$ cat config.mk
export PLATFORM = sky130hd
export DESIGN_NAME = bfsl_top
export DESIGN_NICKNAME = d
export VERILOG_FILES = /design/src/inc/bfsl_pkg.sv /design/src/design/bfsl_top.sv /design/src/design/bfsl_blink.sv
export SDC_FILE = /design/constraint.sdc
export NUM_CORES = 1
export LEC_CHECK = 0
export ABC_CLOCK_PERIOD_IN_PS = 2600
export BUFFER_PORTS_ARGS = -buffer_cell sky130_fd_sc_hd__buf_2
export CORE_MARGIN = 1.5
export CORE_UTILIZATION = 40
export CTS_BUF_LIST = sky130_fd_sc_hd__clkbuf_16
export CTS_CLUSTER_SIZE = 30
export DETAILED_ROUTE_END_ITERATION = 8
export SYNTH_ARGS = -nofsm -noshare
export SYNTH_HDL_FRONTEND = slang
export SYNTH_SLANG_ARGS = --single-unit
$ cat constraint.sdc
create_clock -name CLK_IN -period 2.6 [get_ports CLK_IN]
set_input_delay 0.26 -clock CLK_IN [delete_from_list [all_inputs] [get_ports CLK_IN]]
set_output_delay 0.26 -clock CLK_IN [all_outputs]
set_load 0.005 [all_outputs]
$ cat src/inc/bfsl_pkg.sv
// constants for the bridge fault status logic
package bfsl_pkg;
  localparam logic [15:0] BFSL_CODE_SUPPLY_DROP = 16'h00C8;
  localparam logic [15:0] BFSL_CODE_HW_A = 16'h012C;
  localparam logic [15:0] BFSL_CODE_HW_B = 16'h012D;
  localparam logic [15:0] BFSL_CODE_BAD_TARGET = 16'h012E;
  localparam logic [15:0] BFSL_CODE_BAD_VALUE = 16'h012F;
  localparam logic [15:0] BFSL_CODE_ACCESS = 16'h0130;
  localparam logic [15:0] BFSL_CODE_SLAVE_STATUS = 16'h0131;
  localparam logic [15:0] BFSL_CODE_DUP_ID = 16'h0190;
  localparam logic [15:0] BFSL_CODE_NO_ID = 16'h0191;
  localparam logic [15:0] BFSL_NODE_NONE = 16'h0FFF;
  localparam logic [15:0] BFSL_REG_RESET = 16'h0000;
  // register indices on the remote register window
  localparam logic BFSL_IDX_CODE = 1'b0;
  localparam logic BFSL_IDX_NODE = 1'b1;
  // lamp timing
  localparam int BFSL_CLK_HZ = 25000000;
  localparam int BFSL_BLINK_MS = 200;
  localparam int BFSL_BLINK_CYC = (BFSL_CLK_HZ / 1000) * BFSL_BLINK_MS;
  // parameter access fault kinds
  typedef enum logic [2:0] {
    BFSL_PF_HW_A,
    BFSL_PF_HW_B,
    BFSL_PF_BAD_TARGET,
    BFSL_PF_BAD_VALUE,
    BFSL_PF_ACCESS,
    BFSL_PF_SLAVE_STATUS,
    BFSL_PF_DUP_ID,
    BFSL_PF_NO_ID
  } bfsl_pfault_t;
endpackage : bfsl_pkg

$ cat src/design/bfsl_top.sv
// fault latching, lamp pattern and latest fault registers of the bridge
// What this block does
// supply drop sets supply_drop_flag, held until clear or reset
// supply drop writes code 00C8H into latest_fault_code
// supply drop writes 0FFFH into latest_fault_node
// latched supply drop fault blinks lamp, toggling every 0.2 s
// bit transmission halts while supply drop is present
// transmission restarts by itself once supply drop goes away
// flag, blinking and registers stay after the drop cause goes
// clear pulse drops supply flag, lamp off, both registers zeroed
// simultaneous faults: registers and lamp show the latest one
// hardware fault codes 012CH/012DH, bad target id 012EH
// bad value 012FH, generic access failure 0130H, status 0131H
// duplicated id 0190H, unassigned id 0191H during access
// generic failure sets access fault flag, others set slave alarm
// bad target id fault writes 0FFFH as node
// other access faults write offending slave id as node
// slave alarm and registers held until clear pulse or reset
// clear pulse drops access fault flag and zeroes registers
// access error also sets the access done flag
// clear acts once on rising edge of request, within one cycle
// both registers 16 bits, read only, zero after reset
`timescale 1ns/1ps
module bfsl_top
  import bfsl_pkg::*;
#(
  parameter int BLINK_CYC = BFSL_BLINK_CYC
)
(
  input wire logic CLK_IN,
  input wire logic SRST_IN,
  input wire logic SUPPLY_LOW_IN,
  input wire logic PFAULT_VALID_IN,
  input wire logic [2:0] PFAULT_KIND_IN,
  input wire logic [15:0] PFAULT_NODE_IN,
  input wire logic ACCESS_START_IN,
  input wire logic FAULT_CLEAR_REQUEST_IN,
  input wire logic REG_SEL_IN,
  output logic [15:0] REG_RDATA_OUT,
  output logic [15:0] LATEST_FAULT_CODE_OUT,
  output logic [15:0] LATEST_FAULT_NODE_OUT,
  output logic SUPPLY_DROP_FLAG_OUT,
  output logic SLAVE_ALARM_FLAG_OUT,
  output logic PARAM_ACCESS_FAULT_FLAG_OUT,
  output logic PARAM_ACCESS_DONE_FLAG_OUT,
  output logic ALARM_LAMP_OUT,
  output logic TX_ENABLE_OUT
);
  logic clr_prev_reg;
  logic clr_pulse;
  logic drop_prev_reg;
  logic drop_rise;
  logic blink_run_reg;
  logic blink_tick;
  logic lamp_reg;
  logic [15:0] code_next;
  logic [15:0] node_next;
  logic load_regs;

  // map an access fault kind to its code
  function automatic logic [15:0] bfsl_code_of(input logic [2:0] kind);
    case (bfsl_pfault_t'(kind))
      BFSL_PF_HW_A: bfsl_code_of = BFSL_CODE_HW_A;
      BFSL_PF_HW_B: bfsl_code_of = BFSL_CODE_HW_B;
      BFSL_PF_BAD_TARGET: bfsl_code_of = BFSL_CODE_BAD_TARGET;
      BFSL_PF_BAD_VALUE: bfsl_code_of = BFSL_CODE_BAD_VALUE;
      BFSL_PF_ACCESS: bfsl_code_of = BFSL_CODE_ACCESS;
      BFSL_PF_SLAVE_STATUS: bfsl_code_of = BFSL_CODE_SLAVE_STATUS;
      BFSL_PF_DUP_ID: bfsl_code_of = BFSL_CODE_DUP_ID;
      BFSL_PF_NO_ID: bfsl_code_of = BFSL_CODE_NO_ID;
      default: bfsl_code_of = BFSL_CODE_ACCESS;
    endcase
  endfunction : bfsl_code_of

  // edge detect clear
  // holding the request high only clears once, at its rising edge
  always_ff @(posedge CLK_IN)
  begin
    if (SRST_IN)
    begin
      clr_prev_reg <= 1'b0;
      drop_prev_reg <= 1'b0;
    end
    else
    begin
      clr_prev_reg <= FAULT_CLEAR_REQUEST_IN;
      drop_prev_reg <= SUPPLY_LOW_IN;
    end
  end
  assign clr_pulse = FAULT_CLEAR_REQUEST_IN && !clr_prev_reg;
  assign drop_rise = SUPPLY_LOW_IN && !drop_prev_reg;

  // next register contents; supply drop beats an access fault in the same cycle
  always_comb
  begin
    load_regs = 1'b0;
    code_next = LATEST_FAULT_CODE_OUT;
    node_next = LATEST_FAULT_NODE_OUT;
    if (drop_rise)
    begin
      load_regs = 1'b1;
      // drop code
      code_next = BFSL_CODE_SUPPLY_DROP;
      // drop node
      node_next = BFSL_NODE_NONE;
    end
    else if (PFAULT_VALID_IN)
    begin
      load_regs = 1'b1;
      // code select
      code_next = bfsl_code_of(PFAULT_KIND_IN);
      // node select
      node_next = (bfsl_pfault_t'(PFAULT_KIND_IN) == BFSL_PF_BAD_TARGET) ?
        BFSL_NODE_NONE : PFAULT_NODE_IN;
    end
    else if (clr_pulse)
    begin
      // cleared view
      // the read port must see the zeroed pair, not the stale one
      code_next = BFSL_REG_RESET;
      node_next = BFSL_REG_RESET;
    end
  end

  // latest registers
  // a new fault in the clear cycle wins, so it is never lost
  always_ff @(posedge CLK_IN)
  begin
    if (SRST_IN)
    begin
      LATEST_FAULT_CODE_OUT <= BFSL_REG_RESET;
      LATEST_FAULT_NODE_OUT <= BFSL_REG_RESET;
    end
    else if (load_regs)
    begin
      LATEST_FAULT_CODE_OUT <= code_next;
      LATEST_FAULT_NODE_OUT <= node_next;
    end
    else if (clr_pulse)
    begin
      LATEST_FAULT_CODE_OUT <= BFSL_REG_RESET;
      LATEST_FAULT_NODE_OUT <= BFSL_REG_RESET;
    end
  end

  // supply flag
  always_ff @(posedge CLK_IN)
  begin
    if (SRST_IN)
      SUPPLY_DROP_FLAG_OUT <= 1'b0;
    else if (drop_rise)
      SUPPLY_DROP_FLAG_OUT <= 1'b1;
    else if (clr_pulse)
      SUPPLY_DROP_FLAG_OUT <= 1'b0;
  end

  // access flags
  always_ff @(posedge CLK_IN)
  begin
    if (SRST_IN)
    begin
      SLAVE_ALARM_FLAG_OUT <= 1'b0;
      PARAM_ACCESS_FAULT_FLAG_OUT <= 1'b0;
    end
    else
    begin
      if (PFAULT_VALID_IN && bfsl_pfault_t'(PFAULT_KIND_IN) != BFSL_PF_ACCESS)
        SLAVE_ALARM_FLAG_OUT <= 1'b1;
      else if (clr_pulse)
        SLAVE_ALARM_FLAG_OUT <= 1'b0;
      if (PFAULT_VALID_IN && bfsl_pfault_t'(PFAULT_KIND_IN) == BFSL_PF_ACCESS)
        PARAM_ACCESS_FAULT_FLAG_OUT <= 1'b1;
      else if (clr_pulse)
        PARAM_ACCESS_FAULT_FLAG_OUT <= 1'b0;
    end
  end

  // done flag
  // a new access start drops done; an error report completes it
  always_ff @(posedge CLK_IN)
  begin
    if (SRST_IN)
      PARAM_ACCESS_DONE_FLAG_OUT <= 1'b0;
    else if (PFAULT_VALID_IN)
      PARAM_ACCESS_DONE_FLAG_OUT <= 1'b1;
    else if (ACCESS_START_IN)
      PARAM_ACCESS_DONE_FLAG_OUT <= 1'b0;
  end

  // transmission gate
  always_ff @(posedge CLK_IN)
  begin
    if (SRST_IN)
      TX_ENABLE_OUT <= 1'b1;
    else
      TX_ENABLE_OUT <= !SUPPLY_LOW_IN;
  end

  // blink mode
  // blinking belongs to the supply drop; a later access fault shows steady lamp
  always_ff @(posedge CLK_IN)
  begin
    if (SRST_IN)
      blink_run_reg <= 1'b0;
    else if (drop_rise)
      blink_run_reg <= 1'b1;
    else if (PFAULT_VALID_IN || clr_pulse)
      blink_run_reg <= 1'b0;
  end

  bfsl_blink #(
    .HALF_CYC(BLINK_CYC)
  ) u_blink (
    .clk_in(CLK_IN),
    .srst_in(SRST_IN),
    .run_in(blink_run_reg),
    .toggle_out(blink_tick)
  );

  // lamp drive
  always_ff @(posedge CLK_IN)
  begin
    if (SRST_IN)
      lamp_reg <= 1'b0;
    else if (drop_rise)
      lamp_reg <= 1'b1;
    else if (PFAULT_VALID_IN)
      lamp_reg <= 1'b1;
    else if (clr_pulse)
      lamp_reg <= 1'b0;
    else if (blink_run_reg && blink_tick)
      lamp_reg <= !lamp_reg;
  end
  assign ALARM_LAMP_OUT = lamp_reg;

  // read port
  always_ff @(posedge CLK_IN)
  begin
    if (SRST_IN)
      REG_RDATA_OUT <= BFSL_REG_RESET;
    else
      REG_RDATA_OUT <= (REG_SEL_IN == BFSL_IDX_NODE) ? node_next : code_next;
  end
endmodule : bfsl_top

$ cat src/design/bfsl_blink.sv
// toggle divider for the alarm lamp
`timescale 1ns/1ps
module bfsl_blink
  import bfsl_pkg::*;
#(
  parameter int HALF_CYC = BFSL_BLINK_CYC
)
(
  input wire logic clk_in,
  input wire logic srst_in,
  input wire logic run_in,
  output logic toggle_out
);
  logic [31:0] cnt_reg;

  // counter restarts whenever blinking is off so the first toggle is a full interval late
  always_ff @(posedge clk_in)
  begin
    if (srst_in || !run_in)
    begin
      cnt_reg <= 32'h00000000;
      toggle_out <= 1'b0;
    end
    else if (cnt_reg == 32'(HALF_CYC - 1))
    begin
      cnt_reg <= 32'h00000000;
      toggle_out <= 1'b1;
    end
    else
    begin
      cnt_reg <= cnt_reg + 32'h00000001;
      toggle_out <= 1'b0;
    end
  end
endmodule : bfsl_blink

# Word-level counts from Yosys, hierarchy flattened
# Memories as Yosys holds them, arrays and structs flattened.
# Index checks and enable logic that the tools add are counted.
totals:
  register_bits: 90
  mem_bits_ro: 56
  in_bits: 26
  out_inout_bits: 54
  word_cells: 64
  memories: 1
memory_table:
  columns: ["name", "words", "word_bits", "read_ports", "rd_clocked_by_memory_dff", "write_ports", "line", "rtl"]
  rows:
  - ["(no name shown)", 8, 7, 1, 0, 0, "bfsl_top.sv:62", "case (bfsl_pfault_t'(kind))"]
classes:
  n_addsub: 1
  eq_ne: 4
  mux: 25
  n_reduce_logical: 19
op_table:
  columns: ["op", "count"]
  rows:
  - ["16-bit two-way mux", 10]
  - ["32-bit by 1-bit adder with 32-bit output (second input constant)", 1]
  - ["32-bit by 23-bit == test with 1-bit output (second input constant)", 1]
  - ["1-bit two-way mux", 15]
  - ["2-bit nonzero test", 5]
  - ["1-bit logical AND", 5]
  - ["1-bit logical NOT", 5]
  - ["4-bit nonzero test", 1]
  - ["3-bit by 2-bit == test with 1-bit output (second input constant)", 1]
  - ["3-bit == test (second input constant)", 1]
  - ["3-bit inequality test (second input constant)", 1]
  - ["1-bit logical OR", 2]
  - ["2-bit OR reduction", 1]

# Logic depth before layout (Yosys ltp)
# Gate-level depths: netlist of run 1.
depth:
  ltp_word: 6
  ltp_mapped: 6
  ltp_nobuf: 5

# Hierarchy
# Synthesis of run 1 repeated with hierarchy kept, for this count alone.
unflattened:
  hier_cells: 387
  hier_area_um2: 3709.8
by_module_without_submodules:
  columns: ["mod", "instances", "cells_per_inst", "area_each_um2", "seq_area_each_um2"]
  rows:
  - ["bfsl_top", 1, 206, 2093.3, 1141.1]
  - ["bfsl_blink", 1, 181, 1616.6, 660.6]

# Least setup slack after synthesis of run 1
# No wires, ideal clock.
synth_timing:
  path_type: "register -> register"
  from: "reg u_blink.cnt_reg[0]"
  to: "reg u_blink.cnt_reg[20]"
  setup_ps: 70
  t_arrival_ps: 1913
  required_ps: 2530
  setup_slack_ps: 617
  path_stages_with_launch: 7
  path_buffers: 1
  period_less_slack_ps: 1983
  cell_sequence: "dfxtp_1 > ha_1 > nand3_1 > or4_1 > buf_2 > or3_1 > a21oi_1"
synth_between:
  elab_chain_len: 2
  elab_cells_between_ends: 3
  classes_between: "add/sub (1); eq/ne (1); reduce/logical (1)"
synth_lines:
  columns: ["element", "line", "rtl"]
  rows:
  - ["start: declaration", "bfsl_blink.sv:14", "logic [31:0] cnt_reg;"]
  - ["start signal: assignment", "bfsl_blink.sv:31", "cnt_reg <= cnt_reg + 32'h00000001;"]
  - ["parallel branches: the longest is 2 deep, another holds 32-bit by 1-bit adder with 32-bit output", null, null]
# Several ways; the timed one is not identified.
# A chain may end at the register's enable or synchronous reset.

# Final worst setup path of run 1
layout_timing:
  from: "reg u_blink.cnt_reg[0]"
  to: "reg u_blink.cnt_reg[30]"
# Same word-level chain as after synthesis.

==> flow_summary.yaml, run 1 <==
synth:
  syn_avg_cell_area_um2: 9.15
  ys_types: 42
  syn_inst: 397
  synth_top_family_by_area: "simple AND/OR/NAND/NOR gates"
  synth_nets: 424
  ys_seq_area_share_pct: 49.6
  synth_top_area_share_pct: 49.6
  yosys.area_share.simple_pct: 26.1
  muxShareOfSynthArea_pct: 1.86
  synth_adder_area_share_pct: 0.344
  synth_edf_count: 0
  yosys_warnings: 0
  synth_xor_area_share_pct: 3.86
  synth-main-ff-cell: "dfxtp_1"
  syn-cell-area_um2: 3630
  async_flop_share_pct: 0
  yosys-top-cells-count: "dfxtp_1, nor2_1, a21oi_1"
  synthTopCellsByArea: "dfxtp_1, a21oi_1, nor2_1"
  synth_compound_area_share_pct: 14.0
  synth_top_area_cell: "dfxtp_1"
  synth.most_common_cell: "dfxtp_1"
  synth_seq_cells: 90
timing:
  post-route-min-period_ps: 2330
  max_slew_margin_pct: 55.1
  final.setup_skew_ps: 6.17
  tns_ps: 0
  max_freq_mhz: 428
  setup_viol: 0
  whs_ps: 139
  period_share_pct: 89.8
  hold_viol: 0
  rsz0062_at_grt: "false"
  finalMaxSlewViolations: 0
  worstMarginPinSlew_ps: 671
cts:
  h-tree-depth: 3
  cts_setup_buffers: 0
  clk_latency_ps: 330
  cts_tree: "built"
  cts_resized: 0
  ctsHoldBuffers: 0
  cts_buffers: 9
  cts-root-buf: "clkbuf_16"
  clock_path_buffers: 2
  cts_sinks: 90
  clk_pin_slew_ps: 70
die:
  rows: 34
  die_area_um2: 9660
  io_pins: 80
  die_w_um: 98.3
  core_region_area_um2: 8760
  die_y_um: 98.3
  start_util_pct: 41.4
worst_setup_path:
  crit_family: "simple AND/OR/NAND/NOR gates"
  end_kind: "flop"
  required_ps: 2860
  crit_fanout: 15
  slowest_stage: "or4_1"
  start_kind: "flop"
  worstPathCellList: "ha_1 -> nand3_1 -> or4_1 -> or4_1 -> a21oi_1"
  critPathKind: "flop to flop"
  cpMostUsedCell: "or4_1"
  cp.buffers_inverters: 0
  slowest_delay_ps: 800
  ff2ff_setup_slack_ps: 270
  arrival_ps: 2600
global_routing:
  grt_max_degree: 38
  grt_pass1_vias: 2978
  grt_pass1_wl_um: 14400
  grt-ovfl-total: 0
  grt_usage_pct: 18.6
  antenna_found_initial: 0
job:
  max-cap-violations: 0
power:
  power_density_nw_per_um2: 668
  total_power_mw: 2.97
  vdd_drop_max_mv: 0.275
  p_leak_nw: 1.75
layout:
  drive_above_1_share_pct: 24.1
  syn2layout_area_growth_pct: 22.4
  multi_input_area_um2: 1690
  final_nets: 499
  insertedDiodeCount: 0
  post-route-util_pct: 50.7
  final_cells: 585
  ff_latch_area_um2: 1800
  fillers: 829
  largest_register_ff_count: 32
place:
  io_buffers: 79
  place_inst: 569
  place_congestion: 0.803
  dp_hpwl_um: 6080
routing:
  wirelength_um: 8900
  drc_errors: 0
  via_count: 3227
  ant_nets: 0
  first_pass_iters: 4
  via_per_inst: 5.52
  drt_iter0_markers: 105
  avgRoutedWirePerCell_um: 15.2
hold_path:
  hp-class: "primary input to flop"
outcome:
  status: "finished, final reports clean"
worst reg2reg max path, delay by kind of cell (launching register included):
family                   cells  cell delay (ps)
AO/OA/AOI/OAI                1              150
adder cells (fa/ha/maj)      1              210
flip-flops                   1              370
AND/OR/NAND/NOR              3             1530
report_power, final:
group | total (mW) | internal (mW) | switching (mW)
clock | 1.28 | 0.743 | 0.538
combinational | 0.238 | 0.103 | 0.135
sequential | 1.45 | 1.43 | 0.0222
path summary, 6_finish.rpt:
| check | cells after the start | from | to |
|---|---|---|---|
| setup / recovery | 5 | u_blink.cnt_reg[0] | u_blink.cnt_reg[30] |
| hold / removal | 2 | SUPPLY_LOW_IN | TX_ENABLE_OUT |
| setup reg to reg | 5 | u_blink.cnt_reg[0] | u_blink.cnt_reg[30] |
| hold reg to reg | 1 | u_blink.cnt_reg[0] | u_blink.cnt_reg[0] |
kinds of logic (layout without fill, tap and decap cells):
family	Yosys count	in the layout
AO/OA/AOI/OAI	77	77
flip-flops	90	90
buffers and inverters	39	119
adder cells (fa/ha/maj)	1	1
XOR/XNOR	16	16
AND/OR/NAND/NOR	168	168
multiplexers	6	6
placed cells by master (no fill, tap or decap), drive strengths merged, types with 3 or more instances in the layout:
cell / netlist / layout
o31ai: 10 / 10
o21ai: 9 / 9
and2: 6 / 6
dfxtp: 90 / 90
nand3: 18 / 18
buf: 7 / 88
nand2b: 4 / 4
nand2: 24 / 24
a221oi: 7 / 7
clkbuf: 17 / 9
or4: 13 / 13
a21oi: 31 / 31
nor3: 7 / 7
nand4: 12 / 12
a211oi: 3 / 3
and4: 6 / 6
nor2: 36 / 36
xnor2: 14 / 14
nor4: 7 / 7
o221ai: 4 / 4
inv: 15 / 17
mux2: 6 / 6
nand3b: 4 / 4
and3: 9 / 9
nor2b: 3 / 3
or3: 9 / 9
o221a: 4 / 4
nor4b: 6 / 6
metrics by stage:
step / instance area [µm²] / setup WS [ps]
floorplan: 3630 / 617
global placement: 4150 / 358
detailed placement: 4150 / 284
CTS: 4450 / 263
global route: 4450 / 93.8
finish: 4450 / 265
metal layers:
layer	vias to the layer above	wire [µm]	track usage, %
li1	1605	-	-
met1	1534	4060	23.8
met2	80	4260	29.9
met3	8	458	4.08
met4	0	112	8.23
met5	-	0	0
cell type report:
cell class	instances	area share, %
Tap cell	108	3.04
Clock inverter	7	1.58
Inverter	15	1.27
Multi-Input combinational cell	268	38.1
Timing Repair Buffer	88	10.4
Sequential cell	90	40.5
Clock buffer	9	5.07
Power figures use the tool's default switching activity.
==> inputs of run 2 (changes only) <==
Settings changed: CORE_ASPECT_RATIO set to 0.9, GPL_TIMING_DRIVEN set to 1.
==> flow_summary.yaml, run 2 (synthesized netlist as in run 1, its figures left out) <==
outcome:
  status: "finished, final reports clean"
timing:
  whs_ps: 151
  setup_viol: 0
  post-route-min-period_ps: 2320
  rsz0062_at_grt: "false"
  final.setup_skew_ps: 5.71
  period_share_pct: 89.2
  worstMarginPinSlew_ps: 900
  layout_setup_ws_ps: 280
  hold_viol: 0
  max_freq_mhz: 431
  finalMaxSlewViolations: 0
  max_slew_margin_pct: 39.9
  tns_ps: 0
worst_setup_path:
  critPathKind: "flop to flop"
  cpMostUsedCell: "or4_1"
  path_depth: 5
  crit_start: "u_blink.cnt_reg[0]"
  rr_worst_depth: 5
  cp.buffers_inverters: 0
  worstPathCellList: "ha_1 -> nand3_1 -> or4_1 -> or4_1 -> a21oi_1"
  crit_family: "simple AND/OR/NAND/NOR gates"
  start_kind: "flop"
  crit_end: "u_blink.cnt_reg[30]"
  r2r_start: "u_blink.cnt_reg[0]"
  ff2ff_setup_slack_ps: 280
  required_ps: 2870
  end_kind: "flop"
  slowest_stage: "or4_1"
  r2r-end: "u_blink.cnt_reg[30]"
  crit_fanout: 15
  slowest_delay_ps: 800
  arrival_ps: 2590
job:
  max-cap-violations: 0
routing:
  drt-met1-wl_um: 4440
  wirelength_um: 9030
  wl_met3_um: 510
  wl_met2_um: 4010
  via_count: 3218
  avgRoutedWirePerCell_um: 15.2
  via_per_inst: 5.41
  ant_nets: 0
  drc_errors: 0
  top_layer_used: "met4"
  drt_iter0_markers: 152
  first_pass_iters: 4
layout:
  final_cell_mix: "dfxtp_1, buf_2, nor2_1"
  syn2layout_area_growth_pct: 22.0
  largest_register_ff_count: 32
  multi_input_area_um2: 1680
  drive_above_1_share_pct: 24.2
  final_cells: 595
  fillers: 836
  final_nets: 498
  ff_latch_area_um2: 1800
  final_common_cell: "dfxtp_1"
  fin_area_um2: 4430
  insertedDiodeCount: 0
die:
  die_y_um: 93.4
  die_area_um2: 9660
  io_pins: 80
  die_w_um: 103
  start_util_pct: 41.8
  core_region_area_um2: 8690
  rows: 32
hold_path:
  hp-class: "primary input to flop"
  worstHoldPathCells: 2
place:
  placed_area_um2: 4150
  dp_hpwl_um: 6160
  io_buffers: 79
  place_inst: 579
  place_congestion: 0.787
  place_ws_ps: 289
global_routing:
  grt_usage_pct: 19.6
  grt_pass1_vias: 3073
  grt_max_degree: 38
  grt_pass1_wl_um: 15000
  grt-ovfl-total: 0
  antenna_found_initial: 0
cts:
  clock_path_buffers: 2
  clk_latency_ps: 330
  cts_buffers: 9
  h-tree-depth: 3
  cts-root-buf: "clkbuf_16"
  cts_tree: "built"
  cts_setup_buffers: 0
  clk_pin_slew_ps: 70
  cts_sinks: 90
  cts_resized: 0
  ctsHoldBuffers: 0
power:
  vdd_drop_max_mv: 0.352
  power_density_nw_per_um2: 664
  p_leak_nw: 1.74
run 2: cell types whose count changed in the layout (fill, tap and decap cells not counted):
cell / before / now
inv_1: 16 / 15
bufinv_16: 1 / 0
o311ai_2: 0 / 1
inv_6: 1 / 4
clkinvlp_4: 2 / 0
o311ai_4: 1 / 0
buf_4: 9 / 8
inv_8: 0 / 1
run 2: metal layers:
metal	track usage, %	vias up
met1	27.6	1530
met4	4.39	0
met5	0	-
met3	6.05	6
li1	-	1603
met2	29.4	79
run 2: power breakdown:
group | internal, mW | leakage [nW] | switching (mW)
sequential | 1.43 | 0.736 | 0.0226
combinational | 0.102 | 0.861 | 0.134
clock | 0.667 | 0.141 | 0.585
run 2: worst min-delay path by stage:
| stage | startpoint | end | slack [ps] |
|---|---|---|---|
| final | SUPPLY_LOW_IN | TX_ENABLE_OUT | 150 |
| after global routing | SUPPLY_LOW_IN | TX_ENABLE_OUT | 150 |
| after CTS | SUPPLY_LOW_IN | TX_ENABLE_OUT | 140 |
| after detailed placement | u_blink.cnt_reg[0] | u_blink.cnt_reg[0] | 470 |
| after global placement | u_blink.cnt_reg[0] | u_blink.cnt_reg[0] | 440 |
| after floorplan | SUPPLY_LOW_IN | TX_ENABLE_OUT | 340 |
run 2: cell type report:
| class | instances | area share [%] |
|---|---|---|
| Clock buffer | 9 | 5.08 |
| Clock inverter | 7 | 1.33 |
| Inverter | 15 | 1.27 |
| Multi-Input combinational cell | 268 | 38.0 |
| Sequential cell | 90 | 40.7 |
| Tap cell | 119 | 3.36 |
| Timing Repair Buffer | 87 | 10.3 |
run 2: worst reg2reg max path: stages, from the launching register on:
cell and delay [ps]:
dfxtp_1 380, ha_1 220, nand3_1 170, or4_1 800
or4_1 550, a21oi_1 150
run 2: through the flow:
stage | power, mW | utilization [%]
2_1_floorplan | 1.61 | -
3_3_place_gp | 1.71 | 47.7
3_5_place_dp | 1.72 | 47.7
4_1_cts | 2.97 | 51.0
5_1_grt | 3.05 | 51.0
6_report | 2.94 | 51.0
==> inputs of run 3 (changes only) <==
Settings changed: ABC_AREA set to 1, GPL_TIMING_DRIVEN 1 to unset.
==> flow_summary.yaml, run 3 <==
synth:
  synth-main-ff-cell: "dfxtp_1"
  synth_top_area_share_pct: 45.0
  syn_avg_cell_area_um2: 6.82
  syn-cell-area_um2: 4010
  synth_nets: 615
  ys_types: 31
  yosys-top-cells-count: "nand2_1, nor2_1, dfxtp_1"
  ys_seq_area_share_pct: 45.0
  async_flop_share_pct: 0
  synth_edf_count: 0
  synth_top_area_cell: "dfxtp_1"
  yosys_warnings: 0
  syn_inst: 588
  synth.most_common_cell: "nand2_1"
  synthTopCellsByArea: "dfxtp_1, nand2_1, nor2_1"
  synth_seq_cells: 90
worst_setup_path:
  slowest_stage: "dfxtp_1"
  end_kind: "flop"
  start_kind: "flop"
  crit_fanout: 32
  critPathKind: "flop to flop"
  worstPathCellList: "ha_1 -> inv_1 -> nor2_2 -> nand2_1 -> nor2_1 -> nand2_1 -> nand2_4 -> nor2_1"
  cp.buffers_inverters: 1
  slowest_delay_ps: 400
  ff2ff_setup_slack_ps: 870
  required_ps: 2820
  rr_worst_depth: 8
  r2r_start: "u_blink.cnt_reg[0]"
  r2r-end: "u_blink.cnt_reg[18]"
  crit_family: "simple AND/OR/NAND/NOR gates"
  arrival_ps: 1950
place:
  placed_area_um2: 4470
  place_inst: 779
  place_congestion: 0.884
  io_buffers: 79
  dp_hpwl_um: 7600
power:
  power_density_nw_per_um2: 619
  vdd_drop_max_mv: 0.306
  p_leak_nw: 2.04
job:
  max-cap-violations: 0
die:
  io_pins: 80
  die_area_um2: 10600
  die_y_um: 98.0
  die_w_um: 109
  core_region_area_um2: 9700
  start_util_pct: 41.3
  rows: 34
cts:
  cts_setup_buffers: 0
  clock_path_buffers: 2
  ctsHoldBuffers: 0
  cts_sinks: 90
  clk_pin_slew_ps: 60
  cts_buffers: 9
  cts_tree: "built"
  h-tree-depth: 3
  clk_latency_ps: 340
  cts_resized: 0
  cts-root-buf: "clkbuf_16"
layout:
  final_cells: 795
  final_common_cell: "nand2_1"
  drive_above_1_share_pct: 16.1
  final_nets: 691
  largest_register_ff_count: 32
  final_cell_mix: "nand2_1, nor2_1, dfxtp_1"
  post-route-util_pct: 48.9
  insertedDiodeCount: 0
  syn2layout_area_growth_pct: 18.4
  fin_area_um2: 4750
timing:
  max_freq_mhz: 578
  max_slew_margin_pct: 52.1
  finalMaxSlewViolations: 0
  final.setup_skew_ps: 7.03
  post-route-min-period_ps: 1730
  whs_ps: 154
  tns_ps: 0
  setup_viol: 0
  worstMarginPinSlew_ps: 717
  hold_viol: 0
  period_share_pct: 66.6
  rsz0062_at_grt: "false"
hold_path:
  hp-class: "primary input to flop"
  worstHoldPathCells: 3
  hold_path_end: "clr_prev_reg"
  worstHoldStart: "FAULT_CLEAR_REQUEST_IN"
global_routing:
  grt_usage_pct: 21.1
  grt_max_degree: 36
  antenna_found_initial: 1
  grt_pass1_wl_um: 17500
  grt-ovfl-total: 0
  grt_pass1_vias: 3601
outcome:
  status: "finished, final reports clean"
routing:
  ant_nets: 0
  drt_iter0_markers: 201
  drc_errors: 0
  wirelength_um: 10400
  avgRoutedWirePerCell_um: 13.1
  via_count: 3773
  first_pass_iters: 7
  via_per_inst: 4.75
run 3: layout make-up:
| class | instances | area [µm²] |
|---|---|---|
| Fill cell | 994 | 4950 |
| Multi-Input combinational cell | 422 | 1870 |
| Sequential cell | 90 | 1800 |
| Timing Repair Buffer | 81 | 410 |
| Clock buffer | 9 | 225 |
| Inverter | 60 | 225 |
| Tap cell | 126 | 158 |
| Clock inverter | 7 | 53.8 |
run 3: worst max-delay path by stage:
stage                                 from                  end  slack [ps]  depth (start not counted)
global route            u_blink.cnt_reg[0]  u_blink.cnt_reg[16]         680                          8
global placement    FAULT_CLEAR_REQUEST_IN     REG_RDATA_OUT[8]         940                          6
detailed placement      u_blink.cnt_reg[0]  u_blink.cnt_reg[17]         890                          8
CTS                     u_blink.cnt_reg[0]  u_blink.cnt_reg[18]         870                          8
finish                  u_blink.cnt_reg[0]  u_blink.cnt_reg[18]         870                          8
floorplan               u_blink.cnt_reg[0]  u_blink.cnt_reg[14]        1170                          9
run 3: logic make-up (layout without fill, tap and decap cells):
| family | after synthesis | after routing | share of synthesized area [%] |
|---|---|---|---|
| fa+ha+maj | 1 | 1 | 0.312 |
| xor+xnor | 11 | 11 | 2.40 |
| simple gates | 356 | 356 | 37.0 |
| buf+inv | 76 | 157 | 8.34 |
| flops | 90 | 90 | 45.0 |
| compound gates | 54 | 54 | 6.99 |
run 3: metal layers:
layer  routed length, µm  global-route usage (%)
met1                5200                    30.1
met3                 632                    6.74
met5                  10                       0
met2                4490                    31.0
met4                  75                    4.35
run 3: metrics by stage:
step	setup WS (ps)	total power [mW]
2_1_floorplan	1170	1.62
3_3_place_gp	941	1.72
3_5_place_dp	885	1.72
4_1_cts	869	2.97
5_1_grt	684	3.06
6_report	870	2.94
run 3: tightest hold or removal path: stages:
cell    delay (ps)
buf_2           80
inv_1           40
nor2_1          70
run 3: power by group:
| part | internal [mW] | switching [mW] |
|---|---|---|
| Clock | 0.726 | 0.518 |
| Sequential | 1.43 | 0.0242 |
| Combinational | 0.0905 | 0.147 |
| Total | 2.25 | 0.689 |
